$ cat config.mk
export PLATFORM = sky130hd
export DESIGN_NAME = reset_cause_flags
export DESIGN_NICKNAME = d
export VERILOG_FILES = /design/src/logic/reset_cause_pkg.sv /design/src/logic/ahb_word_port.sv /design/src/logic/reset_cause_flags.sv
export VERILOG_INCLUDE_DIRS = /design/src /design/src/logic
export SDC_FILE = /design/constraint.sdc
export NUM_CORES = 1
export LEC_CHECK = 0
export ABC_CLOCK_PERIOD_IN_PS = 2170
export BUFFER_PORTS_ARGS = -buffer_cell sky130_fd_sc_hd__buf_2
export CELL_PAD_IN_SITES_DETAIL_PLACEMENT = 0
export CELL_PAD_IN_SITES_GLOBAL_PLACEMENT = 1
export CORE_AREA = 2 2 95 97
export CTS_CLUSTER_DIAMETER = 120
export CTS_CLUSTER_SIZE = 20
export DETAILED_ROUTE_END_ITERATION = 10
export DIE_AREA = 0 0 97 99
export PLACE_DENSITY_LB_ADDON = 0.1
export SYNTH_ARGS = -nofsm -noshare
export SYNTH_HDL_FRONTEND = slang
export SYNTH_HIERARCHICAL = 1
export SYNTH_SLANG_ARGS = --single-unit
$ cat constraint.sdc
create_clock -name clk -period 2.17 [get_ports clk]
set_input_delay 0.1085 -clock clk [delete_from_list [all_inputs] [get_ports clk]]
set_output_delay 0.1085 -clock clk [all_outputs]
set_load 0.05 [all_outputs]
$ cat src/logic/reset_cause_cfg.svh
// offsets, field positions, reset values and masks of the reset-cause block
`ifndef RESET_CAUSE_CFG_SVH
`define RESET_CAUSE_CFG_SVH

`define STATUS_OFS       8'h00
`define IRQ_STAT_OFS     8'h04
`define IRQ_CLR_OFS      8'h08
`define IRQ_EN_OFS       8'h0C

`define BIT_CFG_MISMATCH 9
`define BIT_REG_STANDBY  8
`define BIT_EXT_PIN      7
`define BIT_SOFTWARE     6
`define BIT_WATCHDOG     4
`define BIT_WAKE_SLEEP   3
`define BIT_WAKE_IDLE    2
`define BIT_BROWNOUT     1
`define BIT_POWER_ON     0

`define FLAG_MASK        32'h0000_02DF
`define WRITE_MASK       32'h0000_03DF
`define STATUS_RESET     32'h0000_0003

`endif

$ cat src/logic/reset_cause_pkg.sv
// types shared by the reset-cause block
package reset_cause_pkg;

    typedef enum logic [1:0] {
        BUS_IDLE,
        BUS_WRITE,
        BUS_READ_WAIT,
        BUS_READ_DATA
    } bus_state_type;

    typedef logic [31:0] word_type;

endpackage : reset_cause_pkg

$ cat src/logic/ahb_word_port.sv
// AHB-Lite slave front end: word writes with no wait, reads with one wait state
`timescale 1ns/100ps

module ahb_word_port (
    input  wire logic                      clk,
    input  wire logic                      nrst,
    input  wire logic                      hsel,
    input  wire logic [7:0]                haddr,
    input  wire logic [1:0]                htrans,
    input  wire logic                      hwrite,
    input  wire logic [2:0]                hsize,
    input  wire logic                      hready,
    input  wire reset_cause_pkg::word_type hwdata,
    output logic                           hreadyout,
    output logic                           hresp,
    output reset_cause_pkg::word_type      hrdata,
    output logic                           wr_en,
    output logic [7:0]                     reg_addr,
    output reset_cause_pkg::word_type      wr_data,
    input  wire reset_cause_pkg::word_type rd_data
);

    reset_cause_pkg::bus_state_type state_r;
    reset_cause_pkg::bus_state_type state_nxt;
    logic [7:0]                     addr_r;
    reset_cause_pkg::word_type      hrdata_r;
    wire                            accept;
    wire                            word_size;

    assign word_size = (hsize == 3'h2);
    assign accept    = hsel && htrans[1] && hready && word_size;
    assign hreadyout = (state_r != reset_cause_pkg::BUS_READ_WAIT);
    assign hresp     = 1'b0;
    assign hrdata    = hrdata_r;
    assign wr_en     = (state_r == reset_cause_pkg::BUS_WRITE);
    assign reg_addr  = addr_r;
    assign wr_data   = hwdata;

    always_comb begin
        case (state_r)
            reset_cause_pkg::BUS_READ_WAIT: state_nxt = reset_cause_pkg::BUS_READ_DATA;
            default: begin
                if (!accept)
                    state_nxt = reset_cause_pkg::BUS_IDLE;
                else if (hwrite)
                    state_nxt = reset_cause_pkg::BUS_WRITE;
                else
                    state_nxt = reset_cause_pkg::BUS_READ_WAIT;
            end
        endcase
    end

    always_ff @(posedge clk or negedge nrst) begin
        if (!nrst) begin
            state_r  <= reset_cause_pkg::BUS_IDLE;
            addr_r   <= 8'h00;
            hrdata_r <= 32'h0000_0000;
        end else begin
            state_r <= state_nxt;
            if (accept && state_r != reset_cause_pkg::BUS_READ_WAIT)
                addr_r <= {haddr[7:2], 2'h0};
            if (state_r == reset_cause_pkg::BUS_READ_WAIT)
                hrdata_r <= rd_data;
        end
    end

endmodule : ahb_word_port

$ cat src/logic/reset_cause_flags.sv
// reset-cause flag register with regulator standby control and event interrupt
`timescale 1ns/100ps
`include "reset_cause_cfg.svh"

module reset_cause_flags (
    input  wire logic                      clk,
    input  wire logic                      nrst,
    input  wire logic                      hsel,
    input  wire logic [7:0]                haddr,
    input  wire logic [1:0]                htrans,
    input  wire logic                      hwrite,
    input  wire logic [2:0]                hsize,
    input  wire logic                      hready,
    input  wire reset_cause_pkg::word_type hwdata,
    output logic                           hreadyout,
    output logic                           hresp,
    output reset_cause_pkg::word_type      hrdata,
    input  wire logic                      config_mismatch_reset,
    input  wire logic                      master_clear_pin_reset,
    input  wire logic                      software_reset,
    input  wire logic                      watchdog_timer_expired,
    input  wire logic                      brownout_reset,
    input  wire logic                      power_on_reset,
    input  wire logic                      sleep_mode,
    input  wire logic                      idle_mode,
    output logic                           regulator_enable,
    output logic                           irq
);

    reset_cause_pkg::word_type status_r;
    reset_cause_pkg::word_type status_nxt;
    reset_cause_pkg::word_type irq_stat_r;
    reset_cause_pkg::word_type irq_stat_nxt;
    reset_cause_pkg::word_type irq_en_r;
    reset_cause_pkg::word_type irq_en_nxt;
    reset_cause_pkg::word_type events;
    reset_cause_pkg::word_type rd_data;
    reset_cause_pkg::word_type wr_data;
    logic                      sleep_prev_r;
    logic                      idle_prev_r;
    logic                      regulator_enable_r;
    logic                      wr_en;
    logic [7:0]                reg_addr;
    wire                       wake_sleep;
    wire                       wake_idle;
    wire                       status_wr;
    wire                       irq_clr_wr;
    wire                       irq_en_wr;
    wire                       bus_start;

    function automatic logic hit(input logic [7:0] addr, input logic [7:0] ofs);
        hit = (addr == ofs);
    endfunction : hit

    ahb_word_port i_ahb_word_port (
        .clk       (clk),
        .nrst      (nrst),
        .hsel      (hsel),
        .haddr     (haddr),
        .htrans    (htrans),
        .hwrite    (hwrite),
        .hsize     (hsize),
        .hready    (hready),
        .hwdata    (hwdata),
        .hreadyout (hreadyout),
        .hresp     (hresp),
        .hrdata    (hrdata),
        .wr_en     (wr_en),
        .reg_addr  (reg_addr),
        .wr_data   (wr_data),
        .rd_data   (rd_data)
    );

    // leaving a low-power mode is the falling edge of its level
    assign wake_sleep = sleep_prev_r && !sleep_mode;
    assign wake_idle  = idle_prev_r && !idle_mode;

    // event vector in the flag layout
    always_comb begin
        events                      = 32'h0000_0000;
        events[`BIT_CFG_MISMATCH]   = config_mismatch_reset;
        events[`BIT_EXT_PIN]        = master_clear_pin_reset;
        events[`BIT_SOFTWARE]       = software_reset;
        events[`BIT_WATCHDOG]       = watchdog_timer_expired;
        events[`BIT_WAKE_SLEEP]     = wake_sleep;
        events[`BIT_WAKE_IDLE]      = wake_idle;
        events[`BIT_BROWNOUT]       = brownout_reset;
        events[`BIT_POWER_ON]       = power_on_reset;
    end

    assign status_wr  = wr_en && hit(reg_addr, `STATUS_OFS);
    assign irq_clr_wr = wr_en && hit(reg_addr, `IRQ_CLR_OFS);
    assign irq_en_wr  = wr_en && hit(reg_addr, `IRQ_EN_OFS);

    // word transfer taken at this edge, for the bus checks
    assign bus_start  = hsel && htrans[1] && hready && hreadyout && (hsize == 3'h2);

    // hardware set wins over a software write of zero
    assign status_nxt = ((status_wr ? (wr_data & `WRITE_MASK) : status_r) | events) & `WRITE_MASK;
    assign irq_stat_nxt = ((irq_clr_wr ? (irq_stat_r & ~wr_data) : irq_stat_r) | events) & `FLAG_MASK;
    assign irq_en_nxt   = irq_en_wr ? (wr_data & `FLAG_MASK) : irq_en_r;

    // unmapped offsets and the clear register read zero
    assign rd_data = hit(reg_addr, `STATUS_OFS)   ? status_r   :
                     hit(reg_addr, `IRQ_STAT_OFS) ? irq_stat_r :
                     hit(reg_addr, `IRQ_EN_OFS)   ? irq_en_r   : 32'h0000_0000;

    assign irq              = |(irq_stat_r & irq_en_r);
    assign regulator_enable = regulator_enable_r;

    // nrst is the power-on reset; other resets arrive as events and clear nothing
    always_ff @(posedge clk or negedge nrst) begin
        if (!nrst) begin
            status_r <= `STATUS_RESET;
        end else begin
            status_r <= status_nxt;
        end
    end

    always_ff @(posedge clk or negedge nrst) begin
        if (!nrst) begin
            irq_stat_r <= 32'h0000_0000;
            irq_en_r   <= 32'h0000_0000;
        end else begin
            irq_stat_r <= irq_stat_nxt;
            irq_en_r   <= irq_en_nxt;
        end
    end

    always_ff @(posedge clk or negedge nrst) begin
        if (!nrst) begin
            sleep_prev_r       <= 1'b0;
            idle_prev_r        <= 1'b0;
            regulator_enable_r <= 1'b1;
        end else begin
            sleep_prev_r       <= sleep_mode;
            idle_prev_r        <= idle_mode;
            regulator_enable_r <= !sleep_mode || status_r[`BIT_REG_STANDBY];
        end
    end

    a_cfg_mismatch_set: assert property (@(posedge clk) disable iff (!nrst)
        config_mismatch_reset |=> status_r[9])
        else $error("mismatch flag not set after its event");

    a_regulator_standby: assert property (@(posedge clk) disable iff (!nrst)
        sleep_mode && !status_r[8] && !status_wr |=> !regulator_enable ##1 (sleep_mode || regulator_enable))
        else $error("regulator state does not follow standby bit");

    a_regulator_kept_on: assert property (@(posedge clk) disable iff (!nrst)
        status_r[8] && !status_wr |=> regulator_enable)
        else $error("regulator turned off while standby bit set");

    a_ext_pin_set: assert property (@(posedge clk) disable iff (!nrst)
        master_clear_pin_reset |=> status_r[7] && irq_stat_r[7])
        else $error("pin reset flag not set");

    a_software_set: assert property (@(posedge clk) disable iff (!nrst)
        software_reset |=> status_r[6])
        else $error("software reset flag not set");

    a_watchdog_set: assert property (@(posedge clk) disable iff (!nrst)
        watchdog_timer_expired |=> status_r[4])
        else $error("watchdog flag not set");

    a_wake_sleep_set: assert property (@(posedge clk) disable iff (!nrst)
        sleep_mode ##1 !sleep_mode |=> status_r[3])
        else $error("wake from sleep flag not set");

    a_wake_idle_set: assert property (@(posedge clk) disable iff (!nrst)
        idle_mode ##1 !idle_mode |=> status_r[2])
        else $error("wake from idle flag not set");

    a_brownout_set: assert property (@(posedge clk) disable iff (!nrst)
        brownout_reset |=> status_r[1])
        else $error("brown-out flag not set");

    a_power_on_set: assert property (@(posedge clk) disable iff (!nrst)
        power_on_reset |=> status_r[0])
        else $error("power-on flag not set");

    a_reserved_zero: assert property (@(posedge clk) disable iff (!nrst)
        hit(reg_addr, `STATUS_OFS) && !hreadyout |=> (hrdata[31:10] == 22'h0) && !hrdata[5])
        else $error("reserved status bits read nonzero");

    a_flag_sticky: assert property (@(posedge clk) disable iff (!nrst)
        !status_wr |=> (($past(status_r) & ~status_r) == 32'h0000_0000))
        else $error("flag cleared without a software write");

    a_software_clear: assert property (@(posedge clk) disable iff (!nrst)
        status_wr && (events == 32'h0000_0000) |=> status_r == (($past(wr_data)) & 32'h0000_03DF))
        else $error("status write not stored");

    a_irq_level: assert property (@(posedge clk) disable iff (!nrst)
        software_reset && irq_en_r[6] && !irq_en_wr |=> irq)
        else $error("enabled event did not raise interrupt");

    a_cfg_mismatch_quiet: assert property (@(posedge clk) disable iff (!nrst)
        !status_wr && !config_mismatch_reset && !status_r[9] |=> !status_r[9])
        else $error("mismatch flag set with no event");

    a_ext_pin_quiet: assert property (@(posedge clk) disable iff (!nrst)
        !status_wr && !master_clear_pin_reset && !status_r[7] |=> !status_r[7])
        else $error("pin reset flag set with no event");

    a_software_quiet: assert property (@(posedge clk) disable iff (!nrst)
        !status_wr && !software_reset && !status_r[6] |=> !status_r[6])
        else $error("software reset flag set with no event");

    a_watchdog_quiet: assert property (@(posedge clk) disable iff (!nrst)
        !status_wr && !watchdog_timer_expired && !status_r[4] |=> !status_r[4])
        else $error("watchdog flag set with no event");

    a_wake_sleep_quiet: assert property (@(posedge clk) disable iff (!nrst)
        !status_wr && !wake_sleep && !status_r[3] |=> !status_r[3])
        else $error("wake from sleep flag set with no wake");

    a_wake_idle_quiet: assert property (@(posedge clk) disable iff (!nrst)
        !status_wr && !wake_idle && !status_r[2] |=> !status_r[2])
        else $error("wake from idle flag set with no wake");

    a_brownout_quiet: assert property (@(posedge clk) disable iff (!nrst)
        !status_wr && !brownout_reset && !status_r[1] |=> !status_r[1])
        else $error("brown-out flag set with no event");

    a_power_on_quiet: assert property (@(posedge clk) disable iff (!nrst)
        !status_wr && !power_on_reset && !status_r[0] |=> !status_r[0])
        else $error("power-on flag set with no event");

    a_standby_hold: assert property (@(posedge clk) disable iff (!nrst)
        !status_wr |=> $stable(status_r[8]))
        else $error("standby bit changed without a write");

    a_standby_write: assert property (@(posedge clk) disable iff (!nrst)
        status_wr |=> status_r[8] == $past(wr_data[8]))
        else $error("standby bit write not stored");

    a_regulator_awake: assert property (@(posedge clk) disable iff (!nrst)
        !sleep_mode |=> regulator_enable)
        else $error("regulator off while awake");

    a_status_reserved: assert property (@(posedge clk) disable iff (!nrst)
        (status_r[31:10] == 22'h0) && !status_r[5])
        else $error("reserved status bits hold ones");

    a_irq_stat_reserved: assert property (@(posedge clk) disable iff (!nrst)
        (irq_stat_r & ~`FLAG_MASK) == 32'h0000_0000)
        else $error("irq status outside flag layout");

    a_irq_en_reserved: assert property (@(posedge clk) disable iff (!nrst)
        (irq_en_r & ~`FLAG_MASK) == 32'h0000_0000)
        else $error("irq enable outside flag layout");

    a_status_write: assert property (@(posedge clk) disable iff (!nrst)
        status_wr |=> ((status_r ^ ($past(wr_data) & `WRITE_MASK)) & ~$past(events)) == 32'h0000_0000)
        else $error("status write not stored in writable bits");

    a_event_over_write: assert property (@(posedge clk) disable iff (!nrst)
        status_wr |=> ($past(events) & ~status_r) == 32'h0000_0000)
        else $error("write in the event cycle dropped a flag");

    a_event_any: assert property (@(posedge clk) disable iff (!nrst)
        events != 32'h0000_0000 |=> ($past(events) & ~status_r) == 32'h0000_0000)
        else $error("event did not set its flag");

    a_irq_sets: assert property (@(posedge clk) disable iff (!nrst)
        events != 32'h0000_0000 |=> ($past(events) & ~irq_stat_r) == 32'h0000_0000)
        else $error("event did not set irq status");

    a_irq_clear: assert property (@(posedge clk) disable iff (!nrst)
        irq_clr_wr |=> (irq_stat_r & $past(wr_data) & ~$past(events)) == 32'h0000_0000)
        else $error("irq clear write left bits set");

    a_irq_sticky: assert property (@(posedge clk) disable iff (!nrst)
        !irq_clr_wr |=> ($past(irq_stat_r) & ~irq_stat_r) == 32'h0000_0000)
        else $error("irq status cleared without a clear write");

    a_irq_no_spurious: assert property (@(posedge clk) disable iff (!nrst)
        events == 32'h0000_0000 |=> (irq_stat_r & ~$past(irq_stat_r)) == 32'h0000_0000)
        else $error("irq status set with no event");

    a_irq_en_write: assert property (@(posedge clk) disable iff (!nrst)
        irq_en_wr |=> irq_en_r == ($past(wr_data) & `FLAG_MASK))
        else $error("irq enable write not stored");

    a_irq_en_hold: assert property (@(posedge clk) disable iff (!nrst)
        !irq_en_wr |=> $stable(irq_en_r))
        else $error("irq enable changed without a write");

    a_irq_quiet: assert property (@(posedge clk) disable iff (!nrst)
        irq_en_r == 32'h0000_0000 |-> !irq)
        else $error("interrupt raised with nothing enabled");

    a_irq_follows: assert property (@(posedge clk) disable iff (!nrst)
        irq_stat_r[4] && irq_en_r[4] |-> irq)
        else $error("enabled watchdog status gives no interrupt");

    a_hresp_okay: assert property (@(posedge clk) disable iff (!nrst)
        !hresp)
        else $error("bus response not okay");

    a_read_wait: assert property (@(posedge clk) disable iff (!nrst)
        bus_start && !hwrite |=> !hreadyout)
        else $error("read data phase without its wait state");

    a_write_no_wait: assert property (@(posedge clk) disable iff (!nrst)
        bus_start && hwrite |=> hreadyout && wr_en)
        else $error("write data phase not taken at once");

    a_wait_single: assert property (@(posedge clk) disable iff (!nrst)
        !hreadyout |=> hreadyout)
        else $error("wait state longer than one cycle");

    a_hrdata_stable: assert property (@(posedge clk) disable iff (!nrst)
        hreadyout |=> $stable(hrdata))
        else $error("read data changed outside a read");

    a_read_status: assert property (@(posedge clk) disable iff (!nrst)
        hit(reg_addr, `STATUS_OFS) && !hreadyout |=> hrdata == $past(status_r))
        else $error("status read returned wrong word");

    a_read_irq_stat: assert property (@(posedge clk) disable iff (!nrst)
        hit(reg_addr, `IRQ_STAT_OFS) && !hreadyout |=> hrdata == $past(irq_stat_r))
        else $error("irq status read returned wrong word");

    a_read_irq_en: assert property (@(posedge clk) disable iff (!nrst)
        hit(reg_addr, `IRQ_EN_OFS) && !hreadyout |=> hrdata == $past(irq_en_r))
        else $error("irq enable read returned wrong word");

    a_read_clear_zero: assert property (@(posedge clk) disable iff (!nrst)
        hit(reg_addr, `IRQ_CLR_OFS) && !hreadyout |=> hrdata == 32'h0000_0000)
        else $error("clear register read nonzero");

endmodule : reset_cause_flags

==> results.toml, run 1 <==
[power]
combPwrFrac = 0.441
p_sw_mw = 2.32
internal_power_mw = 2.69
peakVddDrop_v = 0.000784
cellPowerDensity_nw_per_um2 = 1270
p_sw_frac = 0.463
leakagePower_nw = 1.99
power_frac_seq = 0.360
clock_power_share = 0.199

[placed_design]
dpl.hpwl_um = 4860
portBuffers = 66
placedCellCount = 490
gp_congestion = 0.727

[clocking]
cts_resized = 0
ctsHoldBuffers = 15
cts_tree = "yes"
cts_root_buf = "clkbuf_8"
cts_buffers = 9
clockBufferDepth = 2
post-cts-setup-buffers = 0
cts_htree_levels = 3
path_clk_slew_ns = 0.07
worstSkewPairLatency_ns = 0.34
cts.sinks = 68

[drt]
viasPerCell = 4.66
drt_iter0_drc = 58
wl_per_cell_um = 13.7
ant_nets = 0
route.detailed.drc = 0
drt_first_pass_iters = 4
vias = 2421
wl_um = 7140

[hold_path]
hold_class = "input port to register"

[setup_path]
crit_required_ns = 2.06
ff2ff_setup_slack_ns = 0.48
crit_fanout = 27
start_kind = "register"
arrival_ns = 1.86
endpoint_kind = "output pin"
critPathKind = "register to output pin"

[timing]
setup_viol = 0
finalCritPeriodShare = 0.907
period_minus_slack_ns = 1.97
hold_viol = 0
tightest_slew_ns = 0.540
slew_headroom = 0.640
slew_violations = 0
max_freq_mhz = 508
finalSetupTns_ns = 0
skew_ns = 0.00297
rsz0062_at_grt = "false"

[grt]
antenna_found_initial = 0
grt_util_all_layers = 0.160
grt_max_degree = 28
globalRoute.totalOverflow = 0
grt_pass1_vias = 2518
grt_pass1_wl_um = 12100

[cells_and_area]
antenna_cells = 0
nets = 466
layoutNonFillerInstCount = 520
drive_above_1_share = 0.308
syn_to_final_growth_pct = 25.5
post-route-util = 0.462

[die]
initial_core_util = 0.368
rows = 34
die_h_um = 99
dieArea_um2 = 9600
die_x_um = 97
ioPinCount = 94
core_area_um2 = 8550

[logic_synthesis]
synthesis.area_um2 = 3150
synth_cells = 308
yosysWarnings = 6
synth.avg_cell_area_um2 = 10.2

[outcome]
status = "finished, final reports clean"

[job]
max-cap-violations = 0
## critical path, cell delays in order, from the launching register on
cell and delay (ns):
dfrtp_1 0.38, nor2b_2 0.20, buf_4 0.33, clkinv_1 0.13, buf_4 0.22, buf_2 0.23
## metal layers
layer | vias to the layer above | track usage | wire length (µm)
li1 | 1189 | - | -
met1 | 1159 | 0.216 | 3420
met2 | 62 | 0.240 | 3180
met3 | 11 | 0.0362 | 384
met4 | 0 | 0.0823 | 149
met5 | - | 0 | 0
## sequential cells by signal, indices dropped and copies added, names as in the netlist
name                      cells
i_ahb_word_port/hrdata       32
status_r                      9
irq_en_r                      8
irq_stat_r                    8
i_ahb_word_port/reg_addr      6
i_ahb_word_port/state_r       2
idle_prev_r                   1
regulator_enable              1
sleep_prev_r                  1
## power groups by stage
stage               logic, mW  clock network [mW]  registers (mW)
finish                   2.21               0.995            1.80
global placement         2.20                   0            1.82
global route             2.37                1.08            1.85
detailed placement       2.21                   0            1.83
floorplan               0.656                   0            2.83
CTS                      2.24                1.02            1.81
## per-stage QoR
step | power (mW) | hold WS, ns | worst slack (ns) | cell area, µm²
final | 5.01 | 0.0156 | 0.201 | 3950
after global placement | 4.02 | 0.129 | 0.497 | 3620
after CTS | 5.07 | 0.00532 | 0.150 | 3950
after global routing | 5.30 | 0.0210 | 0.0323 | 3950
after floorplan | 3.49 | -0.187 | 0.639 | 3240
after detailed placement | 4.04 | 0.128 | 0.485 | 3620
## path summary, 6_finish.rpt
kind | from | to | cells past startpoint
max | i_ahb_word_port/state_r[0] | hreadyout | 5
min | hwdata[8] | status_r[8] | 2
max reg2reg | i_ahb_word_port/reg_addr[3] | i_ahb_word_port/hrdata[3] | 6
min reg2reg | i_ahb_word_port/hrdata[27] | i_ahb_word_port/hrdata[27] | 2
max in group asynchronous | nrst | status_r[0] | 3
min in group asynchronous | nrst | i_ahb_word_port/hrdata[2] | 2
## cells in the final DEF (no fill, tap or decap), types with 2 or more instances in the layout
cell type and n:
a21o_1 2, a22oi_1 12, buf_2 66, buf_4 10
clkbuf_8 13, conb_1 26, dfrtp_1 65, dfstp_2 3
dlygate4sd3_1 15, mux2_2 23, mux2i_1 6, nand2_1 102
nand2b_1 10, nand4b_1 9, nor2_1 22, o31ai_1 10
o41ai_2 2, or2_2 2
## area by class of cell
type | count | area, µm²
Inverter | 2 | 7.51
Timing Repair Buffer | 91 | 556
Fill cell | 863 | 4600
Multi-Input combinational cell | 236 | 1360
Clock buffer | 14 | 183
Sequential cell | 68 | 1710
Tap cell | 108 | 135
Clock inverter | 1 | 5.00
(Power assumes the default switching activity.)
==> inputs of run 2 (changes only) <==
--- a/constraint.sdc
+++ b/constraint.sdc
@@ -3,2 +3,2 @@
 set_output_delay 0.1085 -clock clk [all_outputs]
-set_load 0.05 [all_outputs]
+set_load 0.02 [all_outputs]
==> results.toml, run 2 (same netlist as run 1, synthesis figures left out) <==
[cells_and_area]
layout_common_cells = "nand2_1 (102), buf_2 (66), dfrtp_1 (65)"
layout_commonest_cell = "nand2_1"
largest_reg_flops = 32
syn_to_final_growth_pct = 26.9
layoutNonFillerInstCount = 521
nets = 466
post-route-util = 0.468
antenna_cells = 0
fillers = 831
drive_above_1_share = 0.308
register_area_um2 = 1710
multi_input_area_um2 = 1360

[setup_path]
crit_required_ns = 2.06
critPathKind = "register to output pin"
start_kind = "register"
crit_slowest_cell = "dfrtp_1"
max_stage_delay_ns = 0.38
endpoint_kind = "output pin"
arrival_ns = 1.69
critical_path_buf_inv_count = 3
path_delay_family = "buffers and inverters"
path_cells = "nor2b_2, clkinv_1, buf_4, buf_2"
crit_fanout = 10

[drt]
viasPerCell = 4.59
wl_per_cell_um = 13.7
drt_first_pass_iters = 4
drt_iter0_drc = 72
wl_um = 7150
ant_nets = 0
route.detailed.drc = 0
vias = 2390

[die]
ioPinCount = 94
dieArea_um2 = 9600
initial_core_util = 0.368
die_x_um = 97
die_h_um = 99
core_area_um2 = 8550
rows = 34

[power]
power_frac_seq = 0.404
p_sw_frac = 0.366
internal_power_mw = 2.83
leakagePower_nw = 2.01
peakVddDrop_v = 0.000563
combPwrFrac = 0.338
cellPowerDensity_nw_per_um2 = 1110
clock_power_share = 0.258
p_sw_mw = 1.63

[timing]
skew_ns = 0.00678
max_freq_mhz = 555
slew_violations = 0
slew_headroom = 0.620
setup_viol = 0
hold_slack_ns = 0.0167
hold_viol = 0
period_minus_slack_ns = 1.80
tightest_slew_ns = 0.570
finalSetupTns_ns = 0
rsz0062_at_grt = "false"
finalCritPeriodShare = 0.830

[clocking]
clockBufferDepth = 2
path_clk_slew_ns = 0.07
cts_htree_levels = 3
cts_resized = 0
cts.sinks = 68
cts_buffers = 9
cts_root_buf = "clkbuf_8"
cts_tree = "yes"
worstSkewPairLatency_ns = 0.34

[placed_design]
gp_congestion = 0.742
portBuffers = 66
dpl.hpwl_um = 4820
placedCellCount = 489

[job]
max-cap-violations = 0

[grt]
antenna_found_initial = 0
grt_pass1_wl_um = 12000
globalRoute.totalOverflow = 0
grt_pass1_vias = 2459
grt_max_degree = 32
grt_util_all_layers = 0.158

[hold_path]
hold_class = "input port to register"

[outcome]
status = "finished, final reports clean"
-- run 2: repair_timing --
| action | in CTS | in global routing |
|---|---|---|
| hold endpoints to repair | 36 | 0 |
| endpoints found under the setup margin | 0 | 0 |
| setup buffers | 0 | 0 |
| hold buffers | 16 | 0 |
-- run 2: metrics by stage --
step                      area, µm²  power, mW  setup slack [ns]
final                          4000       4.46             0.368
after global routing           4000       4.77             0.206
after CTS                      4000       4.53             0.297
after detailed placement       3620       3.33             0.445
after global placement         3620       3.31             0.494
after floorplan                3240       2.80             0.639
-- run 2: power groups by stage --
| stage | sequential, mW | combinational, mW | clock, mW |
|---|---|---|---|
| after detailed placement | 1.83 | 1.51 | 0 |
| final | 1.80 | 1.51 | 1.15 |
| after floorplan | 2.17 | 0.635 | 0 |
| after CTS | 1.81 | 1.53 | 1.19 |
| after global routing | 1.85 | 1.67 | 1.25 |
| after global placement | 1.82 | 1.49 | 0 |
-- run 2: layout make-up --
type / instances / share of cell area
Clock inverter: 5 / 0.0188
Timing Repair Buffer: 91 / 0.143
Tap cell: 108 / 0.0338
Sequential cell: 68 / 0.427
Clock buffer: 11 / 0.0354
Inverter: 2 / 0.00188
Multi-Input combinational cell: 236 / 0.341
-- run 2: worst paths after layout --
| kind | slack, ns | from | endpoint | cells after the start |
|---|---|---|---|---|
| worst min register to register | 0.47 | i_ahb_word_port/hrdata[6] | i_ahb_word_port/hrdata[6] | 2 |
| worst max register to register | 0.45 | i_ahb_word_port/reg_addr[3] | i_ahb_word_port/hrdata[7] | 6 |
| worst max-delay path | 0.37 | i_ahb_word_port/state_r[0] | hreadyout | 4 |
| worst min-delay path | 0.02 | master_clear_pin_reset | irq_stat_r[7] | 2 |
| min in group asynchronous | 0.28 | nrst | i_ahb_word_port/hrdata[30] | 2 |
| max in group asynchronous | 1.16 | nrst | status_r[0] | 3 |
-- run 2: metal layers --
metal | up-vias | track usage | part of all wire
met3 | 6 | 0.0440 | 0.042
met2 | 52 | 0.246 | 0.46
met5 | - | 0 | 0
met1 | 1140 | 0.209 | 0.49
met4 | 0 | 0.0650 | 0.010
li1 | 1192 | - | -
